**config.mk**
```make
export PLATFORM = sky130hd
export DESIGN_NAME = reader_host_fifo
export DESIGN_NICKNAME = d
export VERILOG_FILES = /design/src/verilog/reader_host_pkg.sv /design/src/verilog/fifo_mem_if.sv /design/src/verilog/reader_host_fifo.sv /design/src/verilog/fifo_store.sv
export SDC_FILE = /design/constraint.sdc
export NUM_CORES = 1
export LEC_CHECK = 0
export BUFFER_PORTS_ARGS = -buffer_cell sky130_fd_sc_hd__buf_2
export CORE_ASPECT_RATIO = 1.25
export CORE_UTILIZATION = 40
export CTS_CLUSTER_DIAMETER = 120
export CTS_CLUSTER_SIZE = 20
export DETAILED_ROUTE_END_ITERATION = 6
export SYNTH_ARGS = -nofsm -noshare
export SYNTH_HDL_FRONTEND = slang
export SYNTH_SLANG_ARGS = --single-unit
```
**constraint.sdc**
```tcl
create_clock -name clk_sys -period 4 [get_ports clk_sys]
set_clock_uncertainty 0.2 [all_clocks]
set_input_delay 0.8 -clock clk_sys [delete_from_list [all_inputs] [get_ports clk_sys]]
set_output_delay 0.8 -clock clk_sys [all_outputs]
set_load 0.05 [all_outputs]
```
**src/verilog/reader_host_pkg.sv**
```systemverilog
`default_nettype none
package reader_host_pkg;
  // Register addresses (5-bit address field of the first word)
  localparam logic [4:0] ADDR_CHIP_CTRL = 5'h00;
  localparam logic [4:0] ADDR_IRQ = 5'h0C;
  localparam logic [4:0] ADDR_FIFO_STAT = 5'h1C;
  localparam logic [4:0] ADDR_TXLEN_HI = 5'h1D;
  localparam logic [4:0] ADDR_TXLEN_LO = 5'h1E;
  localparam logic [4:0] ADDR_FIFO = 5'h1F;
  // Direct command codes
  localparam logic [4:0] CMD_RESET_FIFO = 5'h0F;
  localparam logic [4:0] CMD_TX_PLAIN = 5'h10;
  localparam logic [4:0] CMD_TX_CRC = 5'h11;
  // First-word fields
  localparam int W_CMD = 7;
  localparam int W_RD = 6;
  localparam int W_CONT = 5;
  localparam int W_CODE_MSB = 4;
  // FIFO status fields
  localparam int FS_OVF = 4;
  localparam int FS_LOW = 5;
  localparam int FS_HIGH = 6;
  // Interrupt cause fields
  localparam int IRQ_TX = 7;
  localparam int IRQ_RX = 6;
  localparam int IRQ_FIFO = 5;
  localparam int IRQ_CRC = 4;
  localparam int IRQ_FRAME = 3;
  // Chip control field and tx length nibbles
  localparam int CHIP_DIRECT = 6;
  localparam int LEN_NIB_MSB = 7;
  localparam int LEN_NIB_LSB = 4;
  localparam int LEN_BITS_MSB = 3;
  // Pin positions in the synchronised sample: I/O port bits 7:0, link clock at bit 8
  localparam int PIN_DATA7 = 7;
  localparam int PIN_MISO = 6;
  localparam int PIN_SS = 4;
  localparam int PIN_STRAP_MSB = 2;
  localparam int PIN_STRAP_MID = 1;
  localparam int PIN_LINK_CLK = 8;
  // FIFO geometry and levels
  localparam logic [3:0] FIFO_DEPTH = 4'hC;
  localparam logic [3:0] FIFO_LAST = 4'hB;
  localparam logic [3:0] LVL_LOW = 4'h3;
  localparam logic [3:0] LVL_HIGH = 4'h9;
  localparam logic [11:0] TX_SHORT_MAX = 12'h004;
  localparam logic [1:0] STRAP_WAIT = 2'h3;
  // Interface variant chosen by straps
  typedef enum logic [1:0] {MODE_PAR, MODE_SPI_SS, MODE_SPI_NOSS} mode_t;
  // Transfer phase
  typedef enum logic [1:0] {XF_IDLE, XF_ADDR, XF_DATA, XF_HOLD} xfer_t;
endpackage
`default_nettype wire

```
**src/verilog/fifo_mem_if.sv**
```systemverilog
`default_nettype none
interface fifo_mem_if;
  logic wr_en;
  logic [3:0] wr_addr;
  logic [7:0] wr_data;
  logic rd_en;
  logic [3:0] rd_addr;
  logic [7:0] rd_data;
  modport ctrl(output wr_en, wr_addr, wr_data, rd_en, rd_addr,
    input rd_data);
  modport store(input wr_en, wr_addr, wr_data, rd_en, rd_addr,
    output rd_data);
endinterface
`default_nettype wire

```
**src/verilog/reader_host_fifo.sv**
```systemverilog
// Operation
// RULE1: Twelve-byte data FIFO at one address, stored circularly in slots 0 to 11.
// RULE2: Reset command empties the FIFO and clears its count.
// RULE3: Status bits 3:0 show bytes held minus one.
// RULE4: Twelve-bit byte count plus four-bit partial count give the frame length.
// RULE5: Loading more than the FIFO holds sets the overflow flag, status bit 4.
// RULE6: While transmitting, status bit 5 shows three or fewer bytes left.
// RULE7: While receiving, status bit 6 shows nine or more bytes held.
// RULE8: Interrupt when occupancy drops to three or climbs to nine.
// RULE9: Transmission starts as soon as the first byte enters the FIFO.
// RULE10: Parallel start: line 7 rises with clock high; address word then data.
// RULE11: Simple stop: line 7 falls with clock high; also leaves direct mode.
// RULE12: Continuous stop: line 7 rises then falls with clock low; interface resets.
// RULE13: Start of frame sets cause bit 6; short frames interrupt only at end.
// RULE14: Long received frames interrupt when the ninth byte enters the FIFO.
// RULE15: Host answers level interrupts by reading count, then that many bytes.
// RULE16: Receive errors set framing or CRC cause flags.
// RULE17: Host clears FIFO, sends transmit, then writes length and data continuously.
// RULE18: Length upper register holds high nibbles; lower holds low nibble and bits.
// RULE19: Cause bit 7 at transmit start; five-byte frames also interrupt at three.
// RULE20: Straps sampled at power-up; mixed pattern selects a serial variant.
// RULE21: Serial cause clear needs one more clock; parallel stop supplies it.
// RULE22: Serial host reads cause register continuously plus one dummy byte.
// RULE23: First word: command, read, continuous bits, then five-bit code.
// RULE24: Continuous mode increments the address per word; otherwise one word.
// RULE25: Serial without select: data-in edges with clock high start and stop.
// RULE26: Writing a full FIFO sets overflow and keeps stored bytes.
`default_nettype none
module reader_host_fifo (
  // System
  input wire logic clk_sys,
  input wire logic rst_b,
  // Host pins
  input wire logic link_clk,
  input wire logic [7:0] io_in,
  output logic [7:0] io_out,
  output logic [7:0] io_oe,
  output logic irq,
  // Transmit core
  output logic tx_start,
  output logic [11:0] tx_len_bytes,
  output logic [3:0] tx_len_bits,
  input wire logic tx_req,
  output logic [7:0] tx_data,
  output logic tx_data_valid,
  input wire logic tx_done,
  // Receive core
  input wire logic rx_sof,
  input wire logic [7:0] rx_data,
  input wire logic rx_data_valid,
  input wire logic rx_done,
  input wire logic rx_err_crc,
  input wire logic rx_err_frame,
  // Mode
  output logic direct_mode
);
  logic [8:0] sync1_r, sync2_r, sync3_r;
  logic lclk, lclk_d, clk_rise, d7_rise, d7_fall, ss_rise, ss_fall;
  logic [1:0] strap_cnt_r;
  logic strap_done_r;
  reader_host_pkg::mode_t mode_r;
  logic par, spi_ss, spi_noss;
  logic rose_low_r;
  logic start_ev, sstop_ev, cstop_ev, stop_ev;
  reader_host_pkg::xfer_t xf_r;
  logic [2:0] bit_cnt_r;
  logic [7:0] sh_in_r, word, out_r, reg_rd_r, reg_mux;
  logic word_ev, cmd_ev, wr_ev, fetch_ev, rd_done_ev;
  logic [4:0] addr_r, next_addr, fetch_addr;
  logic rd_r, cont_r, fetch_d_r, fetch_fifo_d_r;
  logic [7:0] len_hi_r, len_lo_r;
  logic [3:0] cnt_r, cnt_nxt, wr_ptr_r, rd_ptr_r, cnt_m1;
  logic full, empty, host_push, host_pop, rx_push, tx_pop, push, pop;
  logic ovf_r, ovf_set, fifo_clr, tx_want_r;
  logic tx_armed_r, tx_active_r, rx_active_r, tx_go;
  logic low_flag, high_flag, lvl_ev;
  logic [7:0] irq_stat_r, irq_set;
  logic irq_ev, clr_pend_r, clr_now;
  fifo_mem_if fm ();

  // Two-stage synchroniser; a third stage holds the previous sample for the edge finders
  always_ff @(posedge clk_sys or negedge rst_b)
  begin
    if (!rst_b)
    begin
      sync1_r <= 9'h000;
      sync2_r <= 9'h000;
      sync3_r <= 9'h000;
    end
    else
    begin
      sync1_r <= {link_clk, io_in};
      sync2_r <= sync1_r;
      sync3_r <= sync2_r;
    end
  end

  // Edge finders on the synchronised pins
  assign lclk = sync2_r[reader_host_pkg::PIN_LINK_CLK];
  assign lclk_d = sync3_r[reader_host_pkg::PIN_LINK_CLK];
  assign clk_rise = lclk & ~lclk_d;
  assign d7_rise = sync2_r[reader_host_pkg::PIN_DATA7]
    & ~sync3_r[reader_host_pkg::PIN_DATA7];
  assign d7_fall = ~sync2_r[reader_host_pkg::PIN_DATA7]
    & sync3_r[reader_host_pkg::PIN_DATA7];
  assign ss_rise = sync2_r[reader_host_pkg::PIN_SS]
    & ~sync3_r[reader_host_pkg::PIN_SS];
  assign ss_fall = ~sync2_r[reader_host_pkg::PIN_SS]
    & sync3_r[reader_host_pkg::PIN_SS];

  // Straps caught once the synchroniser has filled after reset
  always_ff @(posedge clk_sys or negedge rst_b)
  begin
    if (!rst_b)
    begin
      strap_cnt_r <= 2'h0;
      strap_done_r <= 1'b0;
      mode_r <= reader_host_pkg::MODE_PAR;
    end
    else if (!strap_done_r)
    begin
      strap_cnt_r <= strap_cnt_r + 2'h1;
      if (strap_cnt_r == reader_host_pkg::STRAP_WAIT)
      begin
        strap_done_r <= 1'b1;
        if ((&sync2_r[reader_host_pkg::PIN_STRAP_MSB:0])
          || !(|sync2_r[reader_host_pkg::PIN_STRAP_MSB:0]))
          mode_r <= reader_host_pkg::MODE_PAR; // RULE20
        else if (sync2_r[reader_host_pkg::PIN_STRAP_MID])
          mode_r <= reader_host_pkg::MODE_SPI_SS; // RULE20
        else
          mode_r <= reader_host_pkg::MODE_SPI_NOSS; // RULE20
      end
    end
  end

  assign par = (mode_r == reader_host_pkg::MODE_PAR);
  assign spi_ss = (mode_r == reader_host_pkg::MODE_SPI_SS);
  assign spi_noss = (mode_r == reader_host_pkg::MODE_SPI_NOSS);

  // Remembers a rising data-7 edge within the current clock-low phase
  always_ff @(posedge clk_sys or negedge rst_b)
  begin
    if (!rst_b)
      rose_low_r <= 1'b0;
    else if (clk_rise)
      rose_low_r <= 1'b0;
    else if (d7_rise && !lclk)
      rose_low_r <= 1'b1;
  end

  // Framing conditions
  assign start_ev = strap_done_r & (((par | spi_noss) & lclk & d7_rise)
    | (spi_ss & ss_fall)); // RULE10 RULE25
  assign sstop_ev = strap_done_r & (((par | spi_noss) & lclk & d7_fall)
    | (spi_ss & ss_rise)); // RULE11 RULE25
  assign cstop_ev = strap_done_r & par & ~lclk & d7_fall
    & rose_low_r; // RULE12
  assign stop_ev = sstop_ev | cstop_ev;

  // A word completes on a clock rise: whole byte in parallel, 8 bits serial
  assign word_ev = clk_rise && (xf_r != reader_host_pkg::XF_IDLE)
    && (par || (bit_cnt_r == 3'h7));
  assign word = par ? sync2_r[7:0]
    : {sh_in_r[6:0], sync2_r[reader_host_pkg::PIN_DATA7]};

  // Decoded actions of a completed word
  assign cmd_ev = word_ev && (xf_r == reader_host_pkg::XF_ADDR)
    && word[reader_host_pkg::W_CMD]; // RULE23
  assign wr_ev = word_ev && (xf_r == reader_host_pkg::XF_DATA) && !rd_r;
  assign rd_done_ev = word_ev && (xf_r == reader_host_pkg::XF_DATA) && rd_r;
  // The FIFO port keeps its address so long streams stay on it
  assign next_addr = (addr_r == reader_host_pkg::ADDR_FIFO) ? addr_r
    : addr_r + 5'h01; // RULE24
  assign fetch_ev = word_ev && (((xf_r == reader_host_pkg::XF_ADDR)
    && !word[reader_host_pkg::W_CMD] && word[reader_host_pkg::W_RD])
    || (rd_done_ev && cont_r));
  assign fetch_addr = (xf_r == reader_host_pkg::XF_ADDR)
    ? word[reader_host_pkg::W_CODE_MSB:0] : next_addr;

  // Transfer sequencer; start and stop always reset the word logic
  always_ff @(posedge clk_sys or negedge rst_b)
  begin
    if (!rst_b)
    begin
      xf_r <= reader_host_pkg::XF_IDLE;
      bit_cnt_r <= 3'h0;
      sh_in_r <= 8'h00;
      addr_r <= 5'h00;
      rd_r <= 1'b0;
      cont_r <= 1'b0;
    end
    else if (start_ev || stop_ev)
    begin
      xf_r <= start_ev ? reader_host_pkg::XF_ADDR
        : reader_host_pkg::XF_IDLE; // RULE10 RULE12
      bit_cnt_r <= 3'h0;
    end
    else if (clk_rise && (xf_r != reader_host_pkg::XF_IDLE))
    begin
      bit_cnt_r <= bit_cnt_r + 3'h1;
      sh_in_r <= word;
      if (word_ev)
      begin
        unique case (xf_r)
          reader_host_pkg::XF_ADDR:
          begin
            xf_r <= word[reader_host_pkg::W_CMD] ? reader_host_pkg::XF_HOLD
              : reader_host_pkg::XF_DATA; // RULE23
            addr_r <= word[reader_host_pkg::W_CODE_MSB:0];
            rd_r <= word[reader_host_pkg::W_RD];
            cont_r <= word[reader_host_pkg::W_CONT];
          end
          reader_host_pkg::XF_DATA:
          begin
            xf_r <= cont_r ? reader_host_pkg::XF_DATA
              : reader_host_pkg::XF_HOLD; // RULE24
            addr_r <= next_addr; // RULE24
          end
          reader_host_pkg::XF_HOLD: xf_r <= reader_host_pkg::XF_HOLD;
          reader_host_pkg::XF_IDLE: xf_r <= reader_host_pkg::XF_IDLE;
        endcase
      end
    end
  end

  // Register read view
  assign cnt_m1 = empty ? 4'h0 : cnt_r - 4'h1; // RULE3
  assign low_flag = tx_active_r && (cnt_r <= reader_host_pkg::LVL_LOW);
  assign high_flag = rx_active_r && (cnt_r >= reader_host_pkg::LVL_HIGH);
  always_comb
  begin
    reg_mux = 8'h00;
    unique case (fetch_addr)
      reader_host_pkg::ADDR_IRQ: reg_mux = irq_stat_r;
      reader_host_pkg::ADDR_FIFO_STAT:
      begin
        reg_mux[3:0] = cnt_m1; // RULE3
        reg_mux[reader_host_pkg::FS_OVF] = ovf_r; // RULE5
        reg_mux[reader_host_pkg::FS_LOW] = low_flag; // RULE6
        reg_mux[reader_host_pkg::FS_HIGH] = high_flag; // RULE7
      end
      reader_host_pkg::ADDR_TXLEN_HI: reg_mux = len_hi_r;
      reader_host_pkg::ADDR_TXLEN_LO: reg_mux = len_lo_r;
      reader_host_pkg::ADDR_CHIP_CTRL:
        reg_mux[reader_host_pkg::CHIP_DIRECT] = direct_mode;
      default: reg_mux = 8'h00;
    endcase
  end

  // Read data is fetched ahead so it is ready before the host clocks it
  always_ff @(posedge clk_sys or negedge rst_b)
  begin
    if (!rst_b)
    begin
      fetch_d_r <= 1'b0;
      fetch_fifo_d_r <= 1'b0;
      reg_rd_r <= 8'h00;
      out_r <= 8'h00;
    end
    else
    begin
      fetch_d_r <= fetch_ev;
      fetch_fifo_d_r <= host_pop;
      reg_rd_r <= reg_mux;
      if (fetch_d_r)
        out_r <= fetch_fifo_d_r ? fm.rd_data : reg_rd_r;
      else if (clk_rise && !par && rd_r
        && (xf_r == reader_host_pkg::XF_DATA))
        out_r <= {out_r[6:0], 1'b0};
    end
  end

  // Pin drivers: serial data out, or the whole port while clock is low
  always_ff @(posedge clk_sys or negedge rst_b)
  begin
    if (!rst_b)
    begin
      io_out <= 8'h00;
      io_oe <= 8'h00;
    end
    else if (par)
    begin
      io_out <= out_r;
      io_oe <= {8{rd_r && !lclk && (xf_r == reader_host_pkg::XF_DATA)}};
    end
    else
    begin
      io_out <= 8'h00;
      io_oe <= 8'h00;
      io_out[reader_host_pkg::PIN_MISO] <= out_r[7];
      io_oe[reader_host_pkg::PIN_MISO] <= rd_r
        && (xf_r == reader_host_pkg::XF_DATA);
    end
  end

  // Length and chip control registers; simple stop leaves direct mode
  always_ff @(posedge clk_sys or negedge rst_b)
  begin
    if (!rst_b)
    begin
      len_hi_r <= 8'h00;
      len_lo_r <= 8'h00;
      direct_mode <= 1'b0;
    end
    else
    begin
      if (wr_ev && (addr_r == reader_host_pkg::ADDR_TXLEN_HI))
        len_hi_r <= word; // RULE4 RULE18
      if (wr_ev && (addr_r == reader_host_pkg::ADDR_TXLEN_LO))
        len_lo_r <= word; // RULE4 RULE18
      if (sstop_ev)
        direct_mode <= 1'b0; // RULE11
      else if (wr_ev && (addr_r == reader_host_pkg::ADDR_CHIP_CTRL))
        direct_mode <= word[reader_host_pkg::CHIP_DIRECT];
    end
  end
  assign tx_len_bytes = {len_hi_r,
    len_lo_r[reader_host_pkg::LEN_NIB_MSB:reader_host_pkg::LEN_NIB_LSB]};
  assign tx_len_bits = len_lo_r[reader_host_pkg::LEN_BITS_MSB:0];

  // FIFO push and pop; host access wins over the air side
  assign full = (cnt_r == reader_host_pkg::FIFO_DEPTH);
  assign empty = (cnt_r == 4'h0);
  assign fifo_clr = cmd_ev && (word[reader_host_pkg::W_CODE_MSB:0]
    == reader_host_pkg::CMD_RESET_FIFO); // RULE2
  assign host_push = wr_ev && (addr_r == reader_host_pkg::ADDR_FIFO) && !full;
  assign ovf_set = (wr_ev && (addr_r == reader_host_pkg::ADDR_FIFO) && full)
    || (rx_data_valid && (full || host_push)); // RULE5 RULE26
  assign rx_push = rx_data_valid && !full && !host_push;
  assign host_pop = fetch_ev && (fetch_addr == reader_host_pkg::ADDR_FIFO)
    && !empty;
  assign tx_pop = tx_want_r && tx_active_r && !host_pop && !empty;
  assign push = host_push || rx_push;
  assign pop = host_pop || tx_pop;
  assign cnt_nxt = 4'(cnt_r + {3'h0, push} - {3'h0, pop});

  always_ff @(posedge clk_sys or negedge rst_b)
  begin
    if (!rst_b)
    begin
      cnt_r <= 4'h0;
      wr_ptr_r <= 4'h0;
      rd_ptr_r <= 4'h0;
      ovf_r <= 1'b0;
    end
    else if (fifo_clr)
    begin
      cnt_r <= 4'h0; // RULE2
      wr_ptr_r <= 4'h0; // RULE2
      rd_ptr_r <= 4'h0; // RULE2
      ovf_r <= ovf_set; // A drop in the clearing cycle still counts
    end
    else
    begin
      cnt_r <= cnt_nxt;
      if (push)
        wr_ptr_r <= (wr_ptr_r == reader_host_pkg::FIFO_LAST) ? 4'h0
          : wr_ptr_r + 4'h1; // RULE1
      if (pop)
        rd_ptr_r <= (rd_ptr_r == reader_host_pkg::FIFO_LAST) ? 4'h0
          : rd_ptr_r + 4'h1; // RULE1
      if (ovf_set)
        ovf_r <= 1'b1; // RULE5 RULE26
    end
  end

  // Storage port
  assign fm.wr_en = push;
  assign fm.wr_addr = wr_ptr_r;
  assign fm.wr_data = host_push ? word : rx_data;
  assign fm.rd_en = pop;
  assign fm.rd_addr = rd_ptr_r;
  assign tx_data = fm.rd_data;

  fifo_store u_store (
    .clk_sys(clk_sys),
    .rst_b(rst_b),
    .mp(fm)
  );

  // Transmit and receive activity; a request waits if the host holds the port
  assign tx_go = (tx_armed_r && host_push)
    || (cmd_ev && !empty && ((word[reader_host_pkg::W_CODE_MSB:0]
    == reader_host_pkg::CMD_TX_PLAIN) || (word[reader_host_pkg::W_CODE_MSB:0]
    == reader_host_pkg::CMD_TX_CRC))); // RULE9
  always_ff @(posedge clk_sys or negedge rst_b)
  begin
    if (!rst_b)
    begin
      tx_armed_r <= 1'b0;
      tx_active_r <= 1'b0;
      rx_active_r <= 1'b0;
      tx_start <= 1'b0;
      tx_want_r <= 1'b0;
      tx_data_valid <= 1'b0;
    end
    else
    begin
      tx_start <= tx_go; // RULE9
      tx_data_valid <= tx_pop;
      if (tx_req)
        tx_want_r <= 1'b1;
      else if (tx_pop)
        tx_want_r <= 1'b0;
      if (tx_go)
        tx_armed_r <= 1'b0;
      else if (cmd_ev && empty && ((word[reader_host_pkg::W_CODE_MSB:0]
        == reader_host_pkg::CMD_TX_PLAIN) || (word[reader_host_pkg::W_CODE_MSB:0]
        == reader_host_pkg::CMD_TX_CRC)))
        tx_armed_r <= 1'b1;
      if (tx_go)
        tx_active_r <= 1'b1;
      else if (tx_done)
        tx_active_r <= 1'b0;
      if (rx_sof)
        rx_active_r <= 1'b1;
      else if (rx_done || rx_err_crc || rx_err_frame)
        rx_active_r <= 1'b0;
    end
  end

  // Level crossings that ask the host to refill or drain; transmit fires
  // only while draining, so loading past three stays quiet
  assign lvl_ev = (tx_active_r && (tx_len_bytes > reader_host_pkg::TX_SHORT_MAX)
    && (cnt_nxt == reader_host_pkg::LVL_LOW)
    && (cnt_r > reader_host_pkg::LVL_LOW)) // RULE8 RULE19
    || (rx_active_r && (cnt_nxt == reader_host_pkg::LVL_HIGH)
    && (cnt_r < reader_host_pkg::LVL_HIGH)); // RULE8 RULE14

  // Cause bits; start events set bits without raising the pin
  always_comb
  begin
    irq_set = 8'h00;
    irq_set[reader_host_pkg::IRQ_TX] = tx_go || tx_done; // RULE19
    irq_set[reader_host_pkg::IRQ_RX] = rx_sof || rx_done; // RULE13
    irq_set[reader_host_pkg::IRQ_FIFO] = lvl_ev; // RULE8
    irq_set[reader_host_pkg::IRQ_CRC] = rx_err_crc; // RULE16
    irq_set[reader_host_pkg::IRQ_FRAME] = rx_err_frame; // RULE16
  end
  assign irq_ev = tx_done || rx_done || lvl_ev || rx_err_crc
    || rx_err_frame; // RULE13 RULE19

  // Clear needs one more link clock after the read, or the parallel stop
  assign clr_now = clr_pend_r && ((!par && clk_rise)
    || (par && stop_ev)); // RULE21

  // Set always beats a clear landing in the same cycle
  always_ff @(posedge clk_sys or negedge rst_b)
  begin
    if (!rst_b)
    begin
      irq_stat_r <= 8'h00;
      irq <= 1'b0;
      clr_pend_r <= 1'b0;
    end
    else if (clr_now)
    begin
      irq_stat_r <= irq_set; // RULE21
      irq <= irq_ev;
      clr_pend_r <= 1'b0;
    end
    else
    begin
      irq_stat_r <= irq_stat_r | irq_set;
      if (irq_ev)
        irq <= 1'b1;
      if (rd_done_ev && (addr_r == reader_host_pkg::ADDR_IRQ))
        clr_pend_r <= 1'b1; // RULE21 RULE22
    end
  end
endmodule
`default_nettype wire

```
**src/verilog/fifo_store.sv**
```systemverilog
`default_nettype none
module fifo_store (
  // System
  input wire logic clk_sys,
  input wire logic rst_b,
  // Storage port
  fifo_mem_if.store mp
);
  logic [7:0] mem_r [12];

  // Write side, no reset so it maps to plain storage
  always_ff @(posedge clk_sys)
  begin
    if (mp.wr_en)
    begin
      mem_r[mp.wr_addr] <= mp.wr_data;
    end
  end

  // Registered read data
  always_ff @(posedge clk_sys or negedge rst_b)
  begin
    if (!rst_b)
    begin
      mp.rd_data <= 8'h00;
    end
    else if (mp.rd_en)
    begin
      mp.rd_data <= mem_r[mp.rd_addr];
    end
  end
endmodule
`default_nettype wire

```
==> out/results.txt <==
clk buf depth -> 3
Ys Warns -> 0
Crit path max-delay family -> adder cells
Leakage Power -> 4.59 nW
Max-Cap Viols -> 0
I/O pins -> 70
dpl hpwl -> 16400 um
Overall Power -> 5.39 mW
fraction of the mapped netlist area in adder cells -> 3.40%
XOR/XNOR Fraction of Synth Area -> 0.536%
Synth Cell Area -> 9800 um^2
Die W -> 142 um
Fin Setup TNS -> 0 ps
largest net degree at the start of global routing -> 79
power per cell area -> 490 nW/um^2
sequential-to-total area share from yosys stat -> 61.3%
cell taking the most area after synthesis -> dfrtp_1
Worst Path Required -> 4200 ps
routed length per instance -> 19.6 um
Min-Delay Path Class -> in2async
CTS buffer count -> 15
final setup violating endpoints -> 0
CTS tree -> yes
Fin. Hold Viols -> 0
clk slew on worst S/H paths -> 80 ps
Detailed Route WL -> 22800 um
Synth Area per Inst -> 12.9 um^2
share of post-route cells with drive strength above 1 -> 20.6%
critical setup path kind -> reg2reg
Worst setup SP type -> register
Total GRT Usage -> 19.1%
worst setup margin -> 334 ps
Initial DRC Count -> 368
Rows -> 63
DRC Markers -> 0
Initial DRT Pass Iterations -> 5
Area contributors post-synth -> dfrtp_1 (32%), edfxtp_1 (29%), mux4_2 (5.5%), mux2i_1 (3.3%), ha_1 (3.2%)
post-synthesis net count -> 811
Skew-Pair Late Insertion Delay -> 480 ps
simple logic cell fraction of the synthesized area -> 11.1%
pre-CTS worst setup slack -> 312 ps
Compound-Gate Fraction of Synth Area -> 9.43%
critical path fanouts, max -> 5
nets -> 886
post-synth cell types -> 71
H-Tree Depth -> 1
mux cell area share after synthesis -> 11.3%
VDD IR-drop max -> 298 uV
post-synth top area share -> 31.9%
Core Region -> 23900 um^2
Cells after Synth -> 759
finished layout cell area -> 11000 um^2
ANT cells -> 0
via density per instance -> 5.32
register bit count reported by yosys -> 221
Final min period -> 3670 ps
first-pass GRT wire length -> 36100 um
Worst path max stage delay -> 540 ps
area delta synth->final -> 12.4%
Crit path top cell by count -> ha_1
unrepaired setup endpoints after global routing -> no
top-count cell post-synth -> dfrtp_1
port bufs -> 69
Layout Utilization -> 46.1%
CP arrival -> 3870 ps
CP cell instances -> inv_1, ha_1, nor3b_4, o21a_1, o211ai_2, o41ai_4, ha_1, inv_1, ha_1, fa_1, nand2_1, nor2_1, nand4_1, mux2i_1, nand4bb_1
Post-CTS Repair Setup Buffers -> 0
Async S/R FF share, synth -> 56.6%
vias in the first global route -> 6311
die area -> 25100 um^2
status -> finished clean
final RePlAce weighted congestion -> 0.900
Max Slew Vio Count -> 0
max frequency -> 273 MHz
Most used DFF post-synth -> dfrtp_1
EDFF count, synth -> 96
CP max-delay cell -> fa_1
Remaining Overflow, GRT -> 0
largest family of logic cells by synthesized area -> multiplexers
placed inst area -> 10600 um^2
Initial Utilization -> 41.0%
fin crit share -> 91.7%
CTS root buffer -> clkbuf_16
slew at the pin with the worst max-slew slack -> 996 ps
initial antenna violation count -> 0
CP Buf/Inv Count -> 2
via count -> 6200
clock sink count -> 221
ANT nets after route -> 0
die extent in y -> 177 um
crit end category -> register
synth cell count leaders -> dfrtp_1 (125), edfxtp_1 (96), nand2_1 (72)
Relative slew margins -> 33.6%
==> cell type report <==
class                   instances  area, um^2
clock inverters                 1        20.0
repair buffers                 95         559
multi-input cells             475        3510
well taps                     325         407
fillers                      2155       12900
inverters                      26        97.6
clock buffers                  23         405
flip-flops and latches        221        6010
==> registers in the layout, indices dropped and copies added (netlist names), 3 cells and up <==
| name | cells |
|---|---|
| u_store.mp.rd_data | 8 |
| fm.wr_addr | 4 |
| io_out | 8 |
| sync3_r | 3 |
| sh_in_r | 7 |
| sync2_r | 9 |
| out_r | 8 |
| len_lo_r | 8 |
| u_store.mem_r | 96 |
| len_hi_r | 8 |
| fm.rd_addr | 4 |
| bit_cnt_r | 3 |
| sync1_r | 9 |
| cnt_r | 4 |
| addr_r | 5 |
| reg_rd_r | 8 |
| irq_stat_r | 5 |
==> power by group <==
group	internal [mW]	switching, mW
sequential	2.60	0.182
combinational	0.448	0.691
clock	0.715	0.755
total	3.77	1.63
==> layer usage <==
| metal | global-route usage, % | share of wire [%] |
|---|---|---|
| met4 | 6.68 | 3.1 |
| met5 | 0 | 0 |
| met3 | 2.16 | 4.4 |
| met1 | 25.6 | 44 |
| met2 | 32.0 | 49 |
==> path summary, 6_finish.rpt <==
path / from / depth (start not counted) / slack, ps / end
max: xf_r[0] / 15 / 330 / irq
min: rst_b / 1 / 130 / sync1_r[2]
max reg2reg: xf_r[0] / 15 / 330 / irq
min reg2reg: sync1_r[2] / 0 / 150 / sync2_r[2]
max in group asynchronous: rst_b / 2 / 2760 / fm.wr_addr[1]
min in group clk_sys: sync1_r[2] / 0 / 150 / sync2_r[2]
==> cells by family after synthesis <==
group	Yosys count
adders and majority gates	26
buffers and inverters	63
xor gates and xnor gates	6
and+or+nand+nor	217
AOI/OAI and AO/OA	149
DFF	221
muxes	77
==> through the flow <==
stage	instances	hold slack, ps
finish	1166	134
CTS	1166	154
global placement	1142	133
global route	1166	158
detailed placement	1142	135
floorplan	759	131
==> repair_timing <==
item                                    CTS  global route
gates resized for setup                   0             2
endpoints found under the setup margin    0             2
hold buffers                              0             0
==> layout by cell type (no fill, tap or decap), drive strengths merged, types with 7 or more instances in the layout <==
master,count
o21ai,57
mux2,20
and3,13
ha,25
dfrtp,125
mux2i,33
mux4,24
clkbuf,23
and2,12
nor3,18
buf,95
nor2,51
a31oi,8
inv,26
nor2b,7
nand2,72
nand4,9
edfxtp,96
a21oi,40
No activity file was read; power rests on OpenSTA's default activity.
